## src/pkg/sbc_pkg.sv

```systemverilog
/*
 * Constants, types and register map of the operating-mode controller.
 * Assumes a 10 MHz system clock and a 16-bit SPI frame driven by the host.
 */
//
// Operation
// Mode write 100 in Normal enters Standby.
// Mode write 111 in Standby enters Normal.
// Mode write 001 sleeps only with no pending wake and a wake source enabled.
// Illegal sleep request goes to Reset, cause 10100.
// Sleep: mcu supply off, temperature protection off, SPI off, biasing on.
// Sleep left only on enabled wake-up, via Reset into Standby.
// Sleep inhibit set: sleep write raises SPI fail, mode unchanged.
// Any reset event enters Reset from any mode; code does so only from Standby, Normal and Forced Normal.
// Reset: line low for set time, CAN offline, SPI off, supply on.
// Reset exits to Standby once the reset line reads high.
// Forced normal config set: Reset exits to Forced Normal instead.
// Reset from mcu undervoltage holds until supply recovers.
// Off on battery loss; Reset after startup delay on recovery.
// Overtemp entered at once from all modes but Off and Sleep.
// Warning temperature sets warn state; event captured if enabled.
// Overtemp: no new wakes, pending wake kept low, all off, line low.
// Overtemp exits to Reset on cooling, to Off on battery loss.
// Forced Normal: watchdog off, both supplies and CAN active.
// Forced normal config is non-volatile at 74h, preset to 1.
// Reset from Forced Normal keeps CAN transmitter unless CAN undervoltage.
// Forced Normal: reads limited; non-volatile writes while preset.
// Normal: receive pin carries CAN data when CAN mode nonzero.
// Mode select is bits 2:0 at 01h; bits 7:3 read zero.
// Main status shows warn state, Normal-entered flag, reset cause.
// Standby: receive pin low on any enabled detected wake.
// Other mode codes leave the mode unchanged.
package sbc_pkg;

    // =========================================================
    // timing
    localparam int CLK_MHZ      = 10;
    localparam int CNT_W        = 24;

    // =========================================================
    // register addresses
    localparam logic [6:0] ADDR_MODE  = 7'h01;
    localparam logic [6:0] ADDR_MAIN  = 7'h03;
    localparam logic [6:0] ADDR_WCFG  = 7'h04;
    localparam logic [6:0] ADDR_AUX   = 7'h10;
    localparam logic [6:0] ADDR_CAN   = 7'h20;
    localparam logic [6:0] ADDR_EVENT = 7'h61;
    localparam logic [6:0] ADDR_NV    = 7'h74;

    // =========================================================
    // field positions and reset values
    localparam int BIT_CAN_WAKE_EN  = 0;
    localparam int BIT_LOC_WAKE_EN  = 1;
    localparam int BIT_OTW_IRQ_EN   = 2;
    localparam int BIT_EV_SPI_FAIL  = 0;
    localparam int BIT_EV_OTW       = 1;
    localparam int BIT_EV_WAKE      = 2;
    localparam int BIT_NV_FORCED_NORMAL_CFG      = 0;
    localparam int BIT_NV_SLEEP_INH = 1;
    localparam logic [7:0] WCFG_RST = 8'h03;
    localparam logic [7:0] NV_RST   = 8'h01;

    // =========================================================
    // mode codes and reset causes
    localparam logic [2:0] MODE_SLEEP = 3'b001;
    localparam logic [2:0] MODE_STBY  = 3'b100;
    localparam logic [2:0] MODE_NORM  = 3'b111;
    localparam logic [4:0] RSS_POWER_ON = 5'b00000;
    localparam logic [4:0] RSS_CAN_WAKE = 5'b00001;
    localparam logic [4:0] RSS_LOC_WAKE = 5'b00100;
    localparam logic [4:0] RSS_DIAG     = 5'b01101;
    localparam logic [4:0] RSS_WDG      = 5'b01111;
    localparam logic [4:0] RSS_EXT_RST  = 5'b10001;
    localparam logic [4:0] RSS_OTEMP    = 5'b10010;
    localparam logic [4:0] RSS_MCU_UV   = 5'b10011;
    localparam logic [4:0] RSS_ILL_SLP  = 5'b10100;

    // =========================================================
    // synchroniser lanes and their reset levels
    localparam int SYNC_W = 14;
    localparam logic [SYNC_W-1:0] SYNC_RST = 14'h0002;
    localparam logic [4:0] SPI_BITS = 5'd16;
    localparam logic [4:0] SPI_HDR  = 5'd8;

    typedef enum logic [2:0] {
        SBC_OFF   = 3'b000,
        SBC_RESET = 3'b001,
        SBC_STBY  = 3'b010,
        SBC_NORM  = 3'b011,
        SBC_SLEEP = 3'b100,
        SBC_FNORM = 3'b101,
        SBC_OTEMP = 3'b110
    } sbc_mode_type;

    typedef struct packed {
        logic [6:0] addr;
        logic       readOnly;
        logic [7:0] data;
    } sbc_spi_frame_type;

    typedef struct packed {
        logic mcuSupplyEn;
        logic auxSupplyEn;
        logic canTxEn;
        logic canRxEn;
        logic canBiasEn;
        logic tempProtEn;
        logic wdgEnable;
        logic spiActive;
    } sbc_ctrl_type;

endpackage

```

## src/rtl/sbc_operating_mode_controller.sv

```systemverilog
/*
 * Operating-mode state machine with SPI register access.
 * Assumes all inputs but clk and rst_n are asynchronous pins and the reset line is open drain.
 */
module sbc_operating_mode_controller
    import sbc_pkg::*;
#(
    parameter int STARTUP_US   = 1000,
    parameter int RST_PULSE_US = 1000
) (
    input  wire logic clk,           // 10 MHz system clock
    input  wire logic rst_n,         // synchronous power-on reset
    input  wire logic batOk,         // battery above power-on threshold
    input  wire logic tempWarn,      // above warning temperature
    input  wire logic tempOver,      // above protection threshold
    input  wire logic mcuSupplyUv,   // mcu supply undervoltage
    input  wire logic canSupplyUv,   // CAN supply undervoltage
    input  wire logic canWakeDet,    // CAN wake pattern seen
    input  wire logic localWakeDet,  // local wake pin event
    input  wire logic diagWakeDet,   // diagnostic wake event
    input  wire logic wdgResetReq,   // watchdog reset request
    input  wire logic canRxBit,      // receiver bit stream
    input  wire logic spiSck,        // SPI clock
    input  wire logic spiSdi,        // SPI data in
    input  wire logic spiSelect_n,   // SPI chip select
    output logic      spiSdo,        // SPI data out
    output logic      spiSdoOe,      // SPI data out enable
    input  wire logic resetLineIn,   // reset line level
    output logic      resetLineOut,  // reset line drive value
    output logic      resetLineOe,   // reset line pulled low
    output logic      busReceive,    // receive data pin
    output logic      mcuSupplyEn,   // mcu supply on
    output logic      auxSupplyEn,   // auxiliary supply on
    output logic      canTxEn,       // transmitter active
    output logic      canRxEn,       // receiver active
    output logic      canBiasEn,     // bus biasing, low means high-ohmic
    output logic      tempProtEn,    // temperature protection on
    output logic      wdgEnable      // watchdog allowed to run
);
    localparam int STARTUP_CYC = STARTUP_US * CLK_MHZ;
    localparam int RST_CYC     = RST_PULSE_US * CLK_MHZ;
    // =========================================================
    // pin synchronisers
    logic [SYNC_W-1:0] sync1;
    logic [SYNC_W-1:0] sync2;
    always_ff @(posedge clk) begin
        if (!rst_n) begin
            sync1 <= SYNC_RST;
            sync2 <= SYNC_RST;
        end else begin
            sync1 <= {batOk, tempWarn, tempOver, mcuSupplyUv, canSupplyUv,
                      canWakeDet, localWakeDet, diagWakeDet, wdgResetReq,
                      canRxBit, spiSck, spiSdi, spiSelect_n, resetLineIn};
            sync2 <= sync1;
        end
    end
    wire batS   = sync2[13], warnS  = sync2[12], overS  = sync2[11];
    wire mcuUvS = sync2[10], canUvS = sync2[9],  cWakeS = sync2[8];
    wire lWakeS = sync2[7],  dWakeS = sync2[6],  wdgS   = sync2[5];
    wire rxS    = sync2[4],  sckS   = sync2[3],  sdiS   = sync2[2];
    wire csS    = sync2[1],  rstInS = sync2[0];
    // =========================================================
    // state
    sbc_mode_type      mode, next_mode;
    logic [4:0]        reset_cause, next_rss;
    logic [CNT_W-1:0]  cnt;
    logic [7:0]        wakeCfg, auxCfg, canCfg, nvCfg;
    logic              spiFail, otwEvent, wakePend, normSeen, warnPrev;
    sbc_ctrl_type      ctrl, next_ctrl;
    logic              sckPrev, csPrev;
    logic [4:0]        bitCnt;
    logic [15:0]       rxShift;
    logic [7:0]        txShift, readData;
    wire forced_normal_cfg      = nvCfg[BIT_NV_FORCED_NORMAL_CFG];
    wire sleepInh  = nvCfg[BIT_NV_SLEEP_INH];
    wire canWakeEn = wakeCfg[BIT_CAN_WAKE_EN];
    wire locWakeEn = wakeCfg[BIT_LOC_WAKE_EN];
    wire anyWakeEn = canWakeEn | locWakeEn;
    wire rstDone   = cnt >= CNT_W'(RST_CYC - 1);
    wire bootDone  = cnt >= CNT_W'(STARTUP_CYC - 1);
    wire hostMode  = mode == SBC_STBY || mode == SBC_NORM;
    wire runMode   = hostMode || mode == SBC_FNORM;

    // =========================================================
    // SPI frame decode
    sbc_spi_frame_type frame;
    assign frame = sbc_spi_frame_type'(rxShift);
    wire sckRise  = sckS & ~sckPrev;
    wire sckFall  = ~sckS & sckPrev;
    wire csFall   = ~csS & csPrev;
    wire csRise   = csS & ~csPrev;
    wire spiWrite = csRise && bitCnt == SPI_BITS && !frame.readOnly
                    && ctrl.spiActive;
    wire [6:0] hdrAddr = rxShift[6:0];
    // forced normal read limits
    wire readOk   = mode != SBC_FNORM || hdrAddr == ADDR_MAIN
                    || hdrAddr == ADDR_NV;
    // nv writes only while preset
    wire nvWrite  = spiWrite && frame.addr == ADDR_NV && forced_normal_cfg;
    wire modeWr   = spiWrite && frame.addr == ADDR_MODE;
    wire evWrite  = spiWrite && frame.addr == ADDR_EVENT;
    wire [2:0] code = frame.data[2:0];
    // inhibited sleep flags failure
    wire sleepReq   = modeWr && hostMode && code == MODE_SLEEP;
    wire spiFailSet = sleepReq && sleepInh;
    // no wake detection in overtemp
    wire anyWake  = (cWakeS & canWakeEn) | (lWakeS & locWakeEn) | dWakeS;
    wire wakeDet  = mode != SBC_OTEMP && mode != SBC_OFF && anyWake;
    // warning crossing edge
    wire warnRise = warnS & ~warnPrev;
    wire otwSet   = warnRise && wakeCfg[BIT_OTW_IRQ_EN];
    wire extRst   = runMode && !rstInS;
    // mode code readback, upper bits zero
    logic [2:0] modeCode;
    assign modeCode = mode == SBC_NORM ? MODE_NORM :
                      mode == SBC_STBY ? MODE_STBY : 3'b000;
    always_comb begin
        case (readOk ? hdrAddr : 7'h00)
            ADDR_MODE:  readData = {5'b00000, modeCode};
            // main status report
            ADDR_MAIN:  readData = {1'b0, warnS, ~normSeen, reset_cause};
            ADDR_WCFG:  readData = wakeCfg;
            ADDR_AUX:   readData = auxCfg;
            ADDR_CAN:   readData = canCfg;
            ADDR_EVENT: readData = {5'b00000, wakePend, otwEvent, spiFail};
            ADDR_NV:    readData = nvCfg;
            default:    readData = 8'h00;
        endcase
    end

    // =========================================================
    // mode transitions, later checks take priority
    always_comb begin
        next_mode = mode;
        next_rss  = reset_cause;
        case (mode)
            SBC_OFF: begin
                // startup delay then reset
                if (bootDone) begin
                    next_mode = SBC_RESET;
                    next_rss  = RSS_POWER_ON;
                end
            end
            SBC_RESET: begin
                // reset exit
                if (rstDone && !mcuUvS && rstInS) begin
                    next_mode = forced_normal_cfg ? SBC_FNORM : SBC_STBY;
                end
            end
            SBC_STBY, SBC_NORM: begin
                if (modeWr) begin
                    // mode commands
                    if (code == MODE_STBY && mode == SBC_NORM) begin
                        next_mode = SBC_STBY;
                    end else if (code == MODE_NORM && mode == SBC_STBY) begin
                        next_mode = SBC_NORM;
                    end else if (code == MODE_SLEEP && !sleepInh) begin
                        // sleep preconditions
                        if (wakePend || wakeDet || !anyWakeEn) begin
                            next_mode = SBC_RESET;
                            next_rss  = RSS_ILL_SLP;
                        end else begin
                            next_mode = SBC_SLEEP;
                        end
                    end
                end
            end
            SBC_SLEEP: begin
                // wake from sleep
                if (anyWake) begin
                    next_mode = SBC_RESET;
                    next_rss  = cWakeS && canWakeEn ? RSS_CAN_WAKE :
                                lWakeS && locWakeEn ? RSS_LOC_WAKE : RSS_DIAG;
                end
            end
            SBC_OTEMP: begin
                // cooled down
                if (!overS) begin
                    next_mode = SBC_RESET;
                    next_rss  = RSS_OTEMP;
                end
            end
            SBC_FNORM: next_mode = SBC_FNORM;
            default:   next_mode = SBC_OFF;
        endcase
        // reset events
        if (runMode && (mcuUvS || extRst || wdgS)) begin
            next_mode = SBC_RESET;
            next_rss  = mcuUvS ? RSS_MCU_UV : extRst ? RSS_EXT_RST : RSS_WDG;
        end
        // overtemperature entry
        if (overS && mode != SBC_OFF && mode != SBC_SLEEP) begin
            next_mode = SBC_OTEMP;
        end
        // battery loss
        if (!batS) next_mode = SBC_OFF;
    end

    // =========================================================
    // per-mode hardware control
    always_comb begin
        next_ctrl = '0;
        case (next_mode)
            SBC_RESET: begin
                // reset mode hardware
                next_ctrl.mcuSupplyEn = 1'b1;
                next_ctrl.auxSupplyEn = auxCfg[0];
                next_ctrl.canTxEn     = forced_normal_cfg && !canUvS;
                next_ctrl.canBiasEn   = 1'b1;
                next_ctrl.tempProtEn  = 1'b1;
            end
            SBC_STBY, SBC_NORM: begin
                next_ctrl.mcuSupplyEn = 1'b1;
                next_ctrl.auxSupplyEn = auxCfg[0];
                next_ctrl.canBiasEn   = 1'b1;
                next_ctrl.tempProtEn  = 1'b1;
                next_ctrl.wdgEnable   = 1'b1;
                next_ctrl.spiActive   = 1'b1;
                next_ctrl.canTxEn     = next_mode == SBC_NORM && ^canCfg[1:0];
                next_ctrl.canRxEn     = next_mode == SBC_NORM && |canCfg[1:0];
            end
            SBC_SLEEP: begin
                // sleep hardware
                next_ctrl.auxSupplyEn = auxCfg[0];
                next_ctrl.canBiasEn   = 1'b1;
                next_ctrl.wdgEnable   = 1'b1;
            end
            SBC_FNORM: begin
                // forced normal hardware
                next_ctrl             = '1;
                next_ctrl.wdgEnable   = 1'b0;
            end
            SBC_OTEMP: begin
                // all off, detection kept
                next_ctrl.tempProtEn  = 1'b1;
            end
            default: next_ctrl = '0;
        endcase
    end

    // =========================================================
    // mode, counter and status flags
    // undervoltage restarts the reset pulse
    wire cntClr = next_mode != mode || (mode == SBC_RESET && mcuUvS)
                  || (mode == SBC_OFF && !batS);
    always_ff @(posedge clk) begin
        if (!rst_n) begin
            mode     <= SBC_OFF;
            reset_cause      <= RSS_POWER_ON;
            cnt      <= '0;
            ctrl     <= '0;
            normSeen <= 1'b0;
            warnPrev <= 1'b0;
            spiFail  <= 1'b0;
            otwEvent <= 1'b0;
            wakePend <= 1'b0;
        end else begin
            mode     <= next_mode;
            reset_cause      <= next_rss;
            ctrl     <= next_ctrl;
            warnPrev <= warnS;
            if (cntClr) cnt <= '0;
            else if (!cnt[CNT_W-1]) cnt <= cnt + CNT_W'(1);
            if (next_mode == SBC_NORM) normSeen <= 1'b1;
            // set wins over write-one-to-clear
            spiFail  <= spiFailSet
                        | (spiFail & ~(evWrite & frame.data[BIT_EV_SPI_FAIL]));
            otwEvent <= otwSet
                        | (otwEvent & ~(evWrite & frame.data[BIT_EV_OTW]));
            wakePend <= wakeDet
                        | (wakePend & ~(evWrite & frame.data[BIT_EV_WAKE]));
        end
    end

    // =========================================================
    // configuration registers
    always_ff @(posedge clk) begin
        if (!rst_n) begin
            wakeCfg <= WCFG_RST;
            auxCfg  <= 8'h00;
            canCfg  <= 8'h00;
            // factory preset
            nvCfg   <= NV_RST;
        end else begin
            if (spiWrite && frame.addr == ADDR_WCFG) wakeCfg <= frame.data;
            if (spiWrite && frame.addr == ADDR_AUX)  auxCfg  <= frame.data;
            if (spiWrite && frame.addr == ADDR_CAN)  canCfg  <= frame.data;
            if (nvWrite)                             nvCfg   <= frame.data;
        end
    end

    // =========================================================
    // SPI shifter, sampled on rising SCK, shifted out on falling
    always_ff @(posedge clk) begin
        if (!rst_n) begin
            sckPrev <= 1'b0;
            csPrev  <= 1'b1;
            bitCnt  <= '0;
            rxShift <= '0;
            txShift <= '0;
        end else begin
            sckPrev <= sckS;
            csPrev  <= csS;
            if (csFall) begin
                bitCnt  <= '0;
                txShift <= '0;
            end else if (!csS && sckRise && bitCnt != SPI_BITS) begin
                rxShift <= {rxShift[14:0], sdiS};
                bitCnt  <= bitCnt + 5'd1;
                if (bitCnt == SPI_HDR - 5'd1) txShift <= readData;
            end else if (!csS && sckFall && bitCnt > SPI_HDR) begin
                txShift <= {txShift[6:0], 1'b0};
            end
        end
    end

    // =========================================================
    // pin outputs
    // receive pin source
    wire rxPass = mode == SBC_FNORM || (mode == SBC_NORM && |canCfg[1:0]);
    always_ff @(posedge clk) begin
        if (!rst_n) begin
            busReceive  <= 1'b1;
            resetLineOe <= 1'b1;
        end else begin
            busReceive  <= rxPass ? rxS : mode == SBC_OFF ? 1'b1 : ~wakePend;
            // reset line held for the pulse
            resetLineOe <= !(runMode || (mode == SBC_RESET && rstDone));
        end
    end
    assign resetLineOut = 1'b0;
    assign spiSdo       = txShift[7];
    assign spiSdoOe     = !csS && ctrl.spiActive;
    assign {mcuSupplyEn, auxSupplyEn, canTxEn, canRxEn, canBiasEn,
            tempProtEn, wdgEnable} = ctrl[7:1];
endmodule
```

## config.mk

```make
export PLATFORM = sky130hd
export DESIGN_NAME = sbc_operating_mode_controller
export DESIGN_NICKNAME = d
export VERILOG_FILES = /design/src/pkg/sbc_pkg.sv /design/src/rtl/sbc_operating_mode_controller.sv
export SDC_FILE = /design/constraint.sdc
export NUM_CORES = 1
export LEC_CHECK = 0
export ABC_AREA = 1
export ABC_CLOCK_PERIOD_IN_PS = 3100
export BUFFER_PORTS_ARGS = -buffer_cell sky130_fd_sc_hd__buf_2
export CAP_MARGIN = 5
export CORE_UTILIZATION = 44
export DETAILED_ROUTE_END_ITERATION = 6
export GPL_ROUTABILITY_DRIVEN = 0
export SYNTH_ARGS = -nofsm -noshare
export SYNTH_HDL_FRONTEND = slang
export SYNTH_SLANG_ARGS = --single-unit
```

## constraint.sdc

```tcl
create_clock -name clk -period 3.1 [get_ports clk]
set_input_delay 0.62 -clock clk [delete_from_list [all_inputs] [get_ports clk]]
set_output_delay 0.62 -clock clk [all_outputs]
set_load 0.01 [all_outputs]
```

# Word-level counts from Yosys, hierarchy flattened
# Cells that the tools add are included.
[word_totals] reg_bits=138 input_bits=16 output_inout_bits=12 elab_cells=236
[op_classes] addsub=2 order_cmp=2 n_eq_ne=46 n_mux=46 bitwise_logic=31 n_reduce_logical=79
[ops] cell="$pmux 8 s7" n=1
[ops] cell="$mux 5" n=11
[ops] cell="$mux 3" n=15
[ops] cell="$logic_and 1x1->1" n=39
[ops] cell="$eq 7x7->1 const B" n=5
[ops] cell="$ne 3x3->1 const B" n=11
[ops] cell="$add 24x1->24 const B" n=1
[ops] cell="$eq 3x3->1 const B" n=8
[ops] cell="$ge 24x14->1 const B" n=1
[ops] cell="$mux 24" n=1
[ops] cell="$mux 8" n=3
[ops] cell="$pmux 5 s4" n=1
[ops] cell="$pmux 3 s6" n=1
[ops] cell="$eq 7x1->1 const B" n=2
[ops] cell="$eq 7x2->1 const B" n=2
[ops] cell="$eq 7x3->1 const B" n=2
[ops] cell="$eq 7x5->1 const B" n=2
[ops] cell="$eq 7x6->1 const B" n=2
[ops] cell="$and 1x1->1" n=13
[ops] cell="$eq 3x2->1 const B" n=4
[ops] cell="$logic_or 1x1->1" n=12
[ops] cell="$not 1->1" n=12
[ops] cell="$reduce_or 2->1" n=5
[ops] cell="$reduce_or 5->1" n=2
[ops] cell="24 further kinds" n=50

# Depth between registers and ports, before layout
# Gate-level depths: netlist (run 1).
[logic_depth] ltp_word=19 mapped_depth=20 ltp_nobuf=18

# Worst setup path before layout (run 1)
# Ideal clock, no wire load.
[synth_path] path_type="register to register" startpoint="register cnt[0]" endpoint="register cnt[22]" setup_time_ns=0.116 arrival_time_ns=1.882 required_ns=2.984 setup_slack_ns=1.102 path_stages_with_launch=15 path_buffers=0 synth_period_minus_slack_ns=1.998 path_cell_list="dfxtp_1 ha_1 inv_1 nor2_2 nand2_1 nor3_2 nand2_1 nor2_2 nand3_1 nor2_2 nand3_1 nor2_1 nand4_1 xor2_1 nor2_2"
[synth_between] elab_chain_len=12 word_cells_on_any_way=14 classes_between="add/sub (1); order compare (1); eq/ne (1); mux (6); reduce/logical (5)"
[synth_lines] element="start, declared" line_no="sbc_operating_mode_controller.sv:66" source="logic [CNT_W-1:0] cnt;"
[synth_lines] element="start signal, assigned" line_no="sbc_operating_mode_controller.sv:263" source="else if (!cnt[CNT_W-1]) cnt <= cnt + CNT_W'(1);"
[synth_lines] element="$ge 24x14->1" line_no="sbc_operating_mode_controller.sv:79, sbc_operating_mode_controller.sv:80"
[synth_lines] element="$logic_and 1x1->1 (2 in series)" line_no="sbc_operating_mode_controller.sv:146" source="if (rstDone && !mcuUvS && rstInS) begin"
[synth_lines] element="$mux 3" line_no="sbc_operating_mode_controller.sv:146"
[synth_lines] element="$pmux 3 s6" line_no="sbc_operating_mode_controller.sv:136" source="case (mode)"
[synth_lines] element="$mux 3" line_no="sbc_operating_mode_controller.sv:187" source="if (runMode && (mcuUvS || extRst || wdgS)) begin"
[synth_lines] element="$mux 3" line_no="sbc_operating_mode_controller.sv:192" source="if (overS && mode != SBC_OFF && mode != SBC_SLEEP) begin"
[synth_lines] element="$mux 3" line_no="sbc_operating_mode_controller.sv:196" source="if (!batS) next_mode = SBC_OFF;"
[synth_lines] element="$ne 3x3->1" line_no="sbc_operating_mode_controller.sv:244" source="wire cntClr = next_mode != mode || (mode == SBC_RESET && mcuUvS)"
[synth_lines] element="$logic_or 1x1->1" line_no="sbc_operating_mode_controller.sv:244"
[synth_lines] element="$logic_or 1x1->1" line_no="sbc_operating_mode_controller.sv:245" source="|| (mode == SBC_OFF && !batS);"
[synth_lines] element="$reduce_or 2->1 (no source line)"
# Several ways; a longest one is shown, not always the timed one.
# A chain may end at the register's enable or synchronous reset.

# Worst setup path in the final report (run 1)
[layout_path] startpoint="register bitCnt[0]" endpoint="register txShift[5]"
[layout_between] elab_chain_len=4 word_cells_on_any_way=9 classes_between="order compare (1); eq/ne (3); mux (1); reduce/logical (4)"
[layout_lines] element="start, declared" line_no="sbc_operating_mode_controller.sv:71" source="logic [4:0] bitCnt;"
[layout_lines] element="start signal, assigned" line_no="sbc_operating_mode_controller.sv:309" source="bitCnt <= bitCnt + 5'd1;"
[layout_lines] element="$gt 5x4->1 / $ne 5x5->1 (equally long branches)" line_no="sbc_operating_mode_controller.sv:311, sbc_operating_mode_controller.sv:307"
[layout_lines] element="$logic_and 1x1->1, on equally long branches" line_no="sbc_operating_mode_controller.sv:311, sbc_operating_mode_controller.sv:307"
[layout_lines] element="$reduce_bool 2->1 (no source line) / $ne 2x1->1 (equally long branches)"
[layout_lines] element="$reduce_and 2->1 (no source line)"
[layout_lines] element="end signal, assigned" line_no="sbc_operating_mode_controller.sv:310" source="if (bitCnt == SPI_HDR - 5'd1) txShift <= readData;"
[layout_lines] element="end signal, assigned" line_no="sbc_operating_mode_controller.sv:312" source="txShift <= {txShift[6:0], 1'b0};"
[layout_lines] element="end, declared" line_no="sbc_operating_mode_controller.sv:73" source="logic [7:0] txShift, readData;"
# Several ways; a longest one is shown, not always the timed one.

==> qor.yml, run 1 <==
critical_path:
  critPathSlowestCell: "sky130_fd_sc_hd__inv_1"
  critical_path.cell_chain: "inv_1 > ha_1 > nand2_1 > nor2_1 > inv_1 > nand2_1 > inv_1 > nand2_1 > nor2_1 > nand2_1 > nand2_1 > inv_1 > a21oi_1 > a21oi_1"
  worst_setup_path_end_kind: "register"
  crit_required_ns: 3.40
  critPathLaunchType: "register"
  worstPathMaxFanout: 12
  slowest_delay_ns: 0.39
  critical_path_arrival_ns: 2.95
  worstSetupPathType: "reg2reg"
  critical_path.most_common_cell: "sky130_fd_sc_hd__nand2_1"
synth:
  yosys_most_used_dff: "sky130_fd_sc_hd__dfxtp_1"
  yosysTopAreaCell: "sky130_fd_sc_hd__dfxtp_1"
  ys_seq_elements: 138
  synthTopCellsByArea: "sky130_fd_sc_hd__dfxtp_1 45%, sky130_fd_sc_hd__nand2_1 10%, sky130_fd_sc_hd__inv_1 7.2%, sky130_fd_sc_hd__a21oi_1 5.4%, sky130_fd_sc_hd__nor2_1 5.3%"
  yosys.cell_count.top_type: "sky130_fd_sc_hd__nand2_1"
  synthesis.area_per_instance_sq_um: 7.29
  synth_top_area_share: 0.448
  synth_fp_nets: 866
  synthesis.area_sq_um: 6170
  synth_seq_area_share: 0.448
  synth_async_sr_flop_share: 0
  cells_after_synth: 846
  synth.top_cells.by_count: "168 x sky130_fd_sc_hd__nand2_1, 138 x sky130_fd_sc_hd__dfxtp_1, 119 x sky130_fd_sc_hd__inv_1"
  synthesis.yosys.warnings: 0
  synth.distinct_cells: 42
  synth-edff-count: 0
placement:
  port_buffers: 26
  pre_cts_ws_ns: 0.541
  detailed_place.area_sq_um: 6440
  dp_cells: 1029
  dp_hpwl_um: 10600
clock_network:
  cts_post_setup_buffers_inserted: 0
  cts_buffer_depth: 2
  post_cts_resize_count: 0
  cts_htree_levels: 4
  tritoncts: "done"
  numCtsBuffers: 17
  number_of_buffers_added_to_fix_hold_violations_after_cts: 0
  root_buffer: "sky130_fd_sc_hd__clkbuf_16"
  clock_latency_ns: 0.42
  clk_pin_slew_worst_paths_ns: 0.06
  cts.sinks: 138
layout:
  utilization: 0.521
  num-fill-cells: 1333
  multi_input_comb_area_sq_um: 2810
  drive_above_1_share: 0.123
  finalNonFillerCells: 1061
  postLayoutCellArea_sq_um: 7020
  area_growth_syn_to_layout_pct: 13.7
  finalNetCount: 892
  final-seq-area_sq_um: 2760
  n_antenna_cell: 0
floorplan:
  floorplan.initialDensity: 0.459
  area_enclosed_by_the_die_boundary_sq_um: 14500
  ios: 28
  dieWidth_um: 120
  coreArea_sq_um: 13500
  row_count: 42
  chipHeight_um: 120
timing:
  min_period_ns: 2.65
  period_share: 0.855
  worst_hold_slack_ns: 0.376
  tightestPinTransition_ns: 0.833
  setup-violations-final: 0
  max_slew_headroom_at_the_worst_pin: 0.443
  finalSetupTns_ns: 0
  setup_repair_after_global_routing_missed_its_margin: "no"
  finalHoldViolCount: 0
  setup_ws_ns: 0.451
  fin_skew_ns: 0.00947
  max_freq_mhz: 377
  slew_violations: 0
power_and_ir_drop:
  peakVddDrop_uv: 361
  leakage_power_nw: 3.05
  finalPower_mw: 3.87
  power-per-cell-area_nw_per_um2: 551
route:
  first_iter_violations: 489
  m1WireLength_um: 6970
  wl_per_cell_um: 13.6
  route.met3.wl_um: 946
  drc: 0
  via_count: 5402
  wl_um: 14400
  detailedRoute.firstPassIterationCount: 5
  post_dr_vias_cell: 5.09
  highest-signal-layer: "met4"
  met2_length_um: 6270
  antenna_left: 0
global_routing:
  groute.usage.overall: 0.208
  grt_max_degree: 39
  grt_antenna_before_repair: 0
  via_count_of_the_first_global_routing_pass: 4821
  grt_overflow: 0
  grt_pass1_wl_um: 23500
flow_run:
  number_of_max_cap_violations: 0
run_status:
  status: "completed"
hold_path:
  hold_class: "in2reg"
-- kinds of logic after synthesis --
| logic type | Yosys count | share of synthesized area |
|---|---|---|
| AOI/OAI and AO/OA | 146 | 0.135 |
| xor gates and xnor gates | 21 | 0.0298 |
| adders and majority gates | 4 | 0.00811 |
| buffers and inverters | 150 | 0.0959 |
| DFF | 138 | 0.448 |
| muxes | 1 | 0.00162 |
| other | 1 | 0.000608 |
| and+or+nand+nor | 385 | 0.281 |
-- routing by layer --
metal	up-vias	GRT usage
li1	2774	-
met1	2473	0.288
met2	138	0.310
met3	17	0.0547
met4	0	0.0764
met5	-	0
-- report_power, final --
group	leakage (nW)	switching (mW)	internal, mW
sequential	1.12	0.0107	1.80
clock	0.284	0.734	1.24
combinational	1.65	0.0595	0.0257
-- placed cells by master (no fill, tap or decap), types with 5 or more instances in the layout --
cell                        netlist  layout
sky130_fd_sc_hd__nand2_2          5       5
sky130_fd_sc_hd__dfxtp_1        138     138
sky130_fd_sc_hd__a21oi_1         66      66
sky130_fd_sc_hd__clkbuf_16        0      17
sky130_fd_sc_hd__buf_4            1       6
sky130_fd_sc_hd__nand4_1         14      14
sky130_fd_sc_hd__inv_1          119     119
sky130_fd_sc_hd__o21ai_0         43      43
sky130_fd_sc_hd__nand2_1        168     168
sky130_fd_sc_hd__xnor2_1          7       7
sky130_fd_sc_hd__buf_2            2      26
sky130_fd_sc_hd__a211oi_1        22      22
sky130_fd_sc_hd__clkinv_2         0       5
sky130_fd_sc_hd__nor2_2          27      27
sky130_fd_sc_hd__nor3_1          14      14
sky130_fd_sc_hd__nand3_1         53      53
sky130_fd_sc_hd__nor2_1          87      87
sky130_fd_sc_hd__o211ai_1         5       5
sky130_fd_sc_hd__xor2_1          14      14
-- sequential cells by signal (all words and copies together), names as in the netlist, 3 cells and up --
signal / cells
auxCfg: 8
bitCnt: 5
canCfg: 8
cnt: 24
frame: 16
mode: 3
nvCfg: 8
reset_cause: 5
sync1: 14
sync2: 14
txShift: 8
wakeCfg: 8
-- worst paths after layout --
kind / from / to / slack [ns] / cells past startpoint
max reg2reg: bitCnt[0]$_SDFFE_PP0P_ / txShift[5]$_SDFFE_PP0P_ / 0.45 / 14
min: wdgResetReq / sync1[5]$_SDFF_PN0_ / 0.38 / 3
max: bitCnt[0]$_SDFFE_PP0P_ / txShift[5]$_SDFFE_PP0P_ / 0.45 / 14
min reg2reg: sync1[0]$_SDFF_PN0_ / sync2[0]$_SDFF_PN0_ / 0.40 / 2
-- layout make-up --
cell class | count | area share
Timing Repair Buffer | 32 | 0.0250
Sequential cell | 138 | 0.394
Multi-Input combinational cell | 558 | 0.401
Clock inverter | 8 | 0.0132
Tap cell | 176 | 0.0314
Inverter | 125 | 0.0669
Clock buffer | 24 | 0.0687
-- critical path, delay by kind of cell (launching register included) --
family | cells | cell delay, ns
flip-flops | 1 | 0.37
buffers and inverters | 4 | 0.68
AO/OA/AOI/OAI | 2 | 0.25
adder cells (fa/ha/maj) | 1 | 0.19
AND/OR/NAND/NOR | 7 | 1.03
Power figures use the tool's default switching activity.
==> inputs of run 2 (changes only) <==
ABC_AREA = 0   (was 1)
==> run 2 against run 1 <==
  * Non-clock buffer count increased by 13
  * Sequential share of layout area down 1.8 points
  * Setup slack worse by 0.29 ns
  * Hold slack improved by 0.0018 ns
  * First-iteration DRC count up 12%
==> qor.yml, run 2 <==
timing:
  max_freq_mhz: 341  # -9.8%
  setup-violations-final: 0  # unchanged
  tightestPinTransition_ns: 0.719  # -0.114 ns
  setup_repair_after_global_routing_missed_its_margin: "no"
  period_share: 0.947  # +0.0925
  fin_skew_ns: 0.00912  # -0.000353 ns
  max_slew_headroom_at_the_worst_pin: 0.521  # +0.0780
  finalHoldViolCount: 0  # unchanged
  finalSetupTns_ns: 0  # unchanged
  slew_violations: 0  # unchanged
  min_period_ns: 2.94  # +0.287 ns
clock_network:
  cts_post_setup_buffers_inserted: 0  # unchanged
  tritoncts: "done"
  clk_pin_slew_worst_paths_ns: 0.06  # about the same
  clock_latency_ns: 0.42  # about the same
  root_buffer: "sky130_fd_sc_hd__clkbuf_16"
  number_of_buffers_added_to_fix_hold_violations_after_cts: 0  # unchanged
  cts_htree_levels: 4  # unchanged
  cts_buffer_depth: 2  # unchanged
  numCtsBuffers: 17  # unchanged
  cts.sinks: 138  # unchanged
  post_cts_resize_count: 0  # unchanged
layout:
  postLayoutCellArea_sq_um: 7340  # +4.7%
  area_growth_syn_to_layout_pct: 13.7  # about the same
  mostFrequentLayoutCell: "sky130_fd_sc_hd__dfxtp_1"
  regMostFlops: "cnt"
  drive_above_1_share: 0.156  # +0.0327
  largest_reg_flops: 24  # unchanged
  n_antenna_cell: 0  # unchanged
  finalNetCount: 777  # -13%
  layout.cells.most_common_list: "138 x sky130_fd_sc_hd__dfxtp_1, 104 x sky130_fd_sc_hd__nand2_1, 60 x sky130_fd_sc_hd__a21oi_1"
critical_path:
  ff2ff_setup_slack_ns: 0.16  # -0.29 ns
  reg2reg_depth: 7  # -7
  worstPathMaxFanout: 24  # +12
  worstSetupPathType: "reg2reg"
  worst_setup_path_end_kind: "register"
  critical_path_arrival_ns: 3.27  # +0.32 ns
  r2r-end: "cnt[22]$_SDFFE_PP0N_"
  critPathLaunchType: "register"
  r2r_start: "cnt[0]$_SDFFE_PP0N_"
  crit_required_ns: 3.43  # +0.03 ns
route:
  wl_per_cell_um: 16.5  # +21%
  first_iter_violations: 549  # +12%
  detailedRoute.firstPassIterationCount: 5  # unchanged
  antenna_left: 0  # unchanged
  via_count: 5417  # +0.28%
  drc: 0  # unchanged
  wl_um: 15600  # +8.5%
  post_dr_vias_cell: 5.70  # +12%
hold_path:
  hold-path-endpoint: "sync1[1]$_SDFF_PN1_"
  hold_path.startpoint: "spiSelect_n"
  hold_class: "in2reg"
  timing.hold.worst_path_depth: 2  # -1
synth:
  synth.distinct_cells: 78  # +86%
  synthTopCellsByArea: "sky130_fd_sc_hd__dfxtp_1 43%, sky130_fd_sc_hd__nand2_1 6.0%, sky130_fd_sc_hd__a21oi_1 4.7%, sky130_fd_sc_hd__a211oi_2 3.3%, sky130_fd_sc_hd__mux2i_1 3.3%"
  yosysTopAreaCell: "sky130_fd_sc_hd__dfxtp_1"
  synth.top_cells.by_count: "138 x sky130_fd_sc_hd__dfxtp_1, 104 x sky130_fd_sc_hd__nand2_1, 60 x sky130_fd_sc_hd__a21oi_1"
  synth_fp_nets: 762  # -12%
  yosys_most_used_dff: "sky130_fd_sc_hd__dfxtp_1"
  synthesis.area_per_instance_sq_um: 8.70  # +19%
  synth-edff-count: 0  # unchanged
  synth_seq_area_share: 0.428  # -0.0200
  cells_after_synth: 742  # -12%
  synth_top_area_share: 0.428  # -0.0200
  ys_seq_elements: 138  # unchanged
  synthesis.yosys.warnings: 0  # unchanged
  yosys.cell_count.top_type: "sky130_fd_sc_hd__dfxtp_1"
  synthesis.area_sq_um: 6460  # +4.7%
  synth_async_sr_flop_share: 0  # unchanged
flow_run:
  number_of_max_cap_violations: 0  # unchanged
run_status:
  status: "completed"
floorplan:
  floorplan.initialDensity: 0.458  # -0.000504
  coreArea_sq_um: 14100  # +4.8%
  ios: 28  # unchanged
  row_count: 43  # +2.4%
  dieWidth_um: 123  # +2.3%
  area_enclosed_by_the_die_boundary_sq_um: 15200  # +4.6%
  chipHeight_um: 123  # +2.3%
placement:
  detailed_place.area_sq_um: 6720  # +4.3%
  dp_hpwl_um: 10700  # +1.6%
  port_buffers: 26  # unchanged
global_routing:
  grt_antenna_before_repair: 0  # unchanged
  grt_max_degree: 56  # +44%
  grt_overflow: 0  # unchanged
  via_count_of_the_first_global_routing_pass: 5017  # +4.1%
  groute.usage.overall: 0.218  # +0.00958
  grt_pass1_wl_um: 25300  # +7.8%
power_and_ir_drop:
  power.switching_mw: 0.888  # +10%
  internal_power_mw: 3.13  # +2.1%
  leakage_power_nw: 2.50  # -18%
  clock_power_share: 0.530  # +0.019
  power-per-cell-area_nw_per_um2: 547  # -0.80%
  netSwitchingFraction: 0.221  # +0.0132
  peakVddDrop_uv: 412  # +14%
  pwr-share-seq: 0.449  # -0.018
  power.combinational.fraction: 0.020  # -0.002
[run 2: power by group through the flow]
stage	Combinational, mW	Clock [mW]	Sequential, mW
2_1_floorplan	0.0649	0	1.84
3_3_place_gp	0.0806	0	1.84
3_5_place_dp	0.0828	0	1.84
4_1_cts	0.0831	2.16	1.80
5_1_grt	0.0896	2.24	1.80
6_report	0.0822	2.13	1.80
[run 2: critical path, cell delays in order (launching register included)]
cell                       delay [ns]
sky130_fd_sc_hd__dfxtp_1         0.38
sky130_fd_sc_hd__ha_1            0.20
sky130_fd_sc_hd__nand3_1         0.12
sky130_fd_sc_hd__a211oi_2        0.55
sky130_fd_sc_hd__o21ai_0         0.19
sky130_fd_sc_hd__a221o_1         0.45
sky130_fd_sc_hd__or4_4           0.66
sky130_fd_sc_hd__a211oi_1        0.29
[run 2: per-stage QoR]
stage | setup slack (ns) | util | power, mW | hold WS (ns) | std cells
6_report | 0.164 | 0.521 | 4.01 | 0.378 | 950
5_1_grt | 0.0200 | 0.521 | 4.14 | 0.364 | 950
4_1_cts | 0.199 | 0.521 | 4.05 | 0.362 | 950
3_5_place_dp | 0.190 | 0.477 | 1.92 | 0.417 | 918
3_3_place_gp | 0.283 | 0.477 | 1.92 | 0.399 | 918
2_1_floorplan | 0.631 | - | 1.90 | 0.386 | 742
[run 2: worst max path at each step]
stage | from | end | slack, ns | depth (start not counted)
6_report | cnt[0]$_SDFFE_PP0N_ | cnt[22]$_SDFFE_PP0N_ | 0.16 | 7
5_1_grt | cnt[0]$_SDFFE_PP0N_ | cnt[14]$_SDFFE_PP0N_ | 0.02 | 7
4_1_cts | cnt[0]$_SDFFE_PP0N_ | cnt[19]$_SDFFE_PP0N_ | 0.20 | 7
3_5_place_dp | cnt[0]$_SDFFE_PP0N_ | cnt[19]$_SDFFE_PP0N_ | 0.19 | 7
3_3_place_gp | cnt[0]$_SDFFE_PP0N_ | cnt[17]$_SDFFE_PP0N_ | 0.28 | 7
2_1_floorplan | cnt[0]$_SDFFE_PP0N_ | cnt[10]$_SDFFE_PP0N_ | 0.63 | 9
[run 2: layout make-up]
cell class,instances,area (sq um)
tap,180,225
inverter,13,48.8
clock inverter,14,186
clock buffer,18,439
timing repair buffer,45,285
fill,1306,6750
multi-input combinational,542,3400
sequential,138,2760
[run 2: logic make-up after synthesis]
logic type / Yosys count / synth area share
and+or+nand+nor: 322 / 0.257
buffers and inverters: 62 / 0.0461
AOI/OAI and AO/OA: 166 / 0.189
other: 1 / 0.000581
muxes: 23 / 0.0360
DFF: 138 / 0.428
adders and majority gates: 4 / 0.00775
xor gates and xnor gates: 26 / 0.0353
[run 2: layer usage]
metal	part of all wire	GRT usage	up-vias
met3	0.057	0.0461	32
met5	0	0	-
met4	0.029	0.111	0
li1	-	-	2668
met1	0.47	0.292	2548
met2	0.45	0.330	169
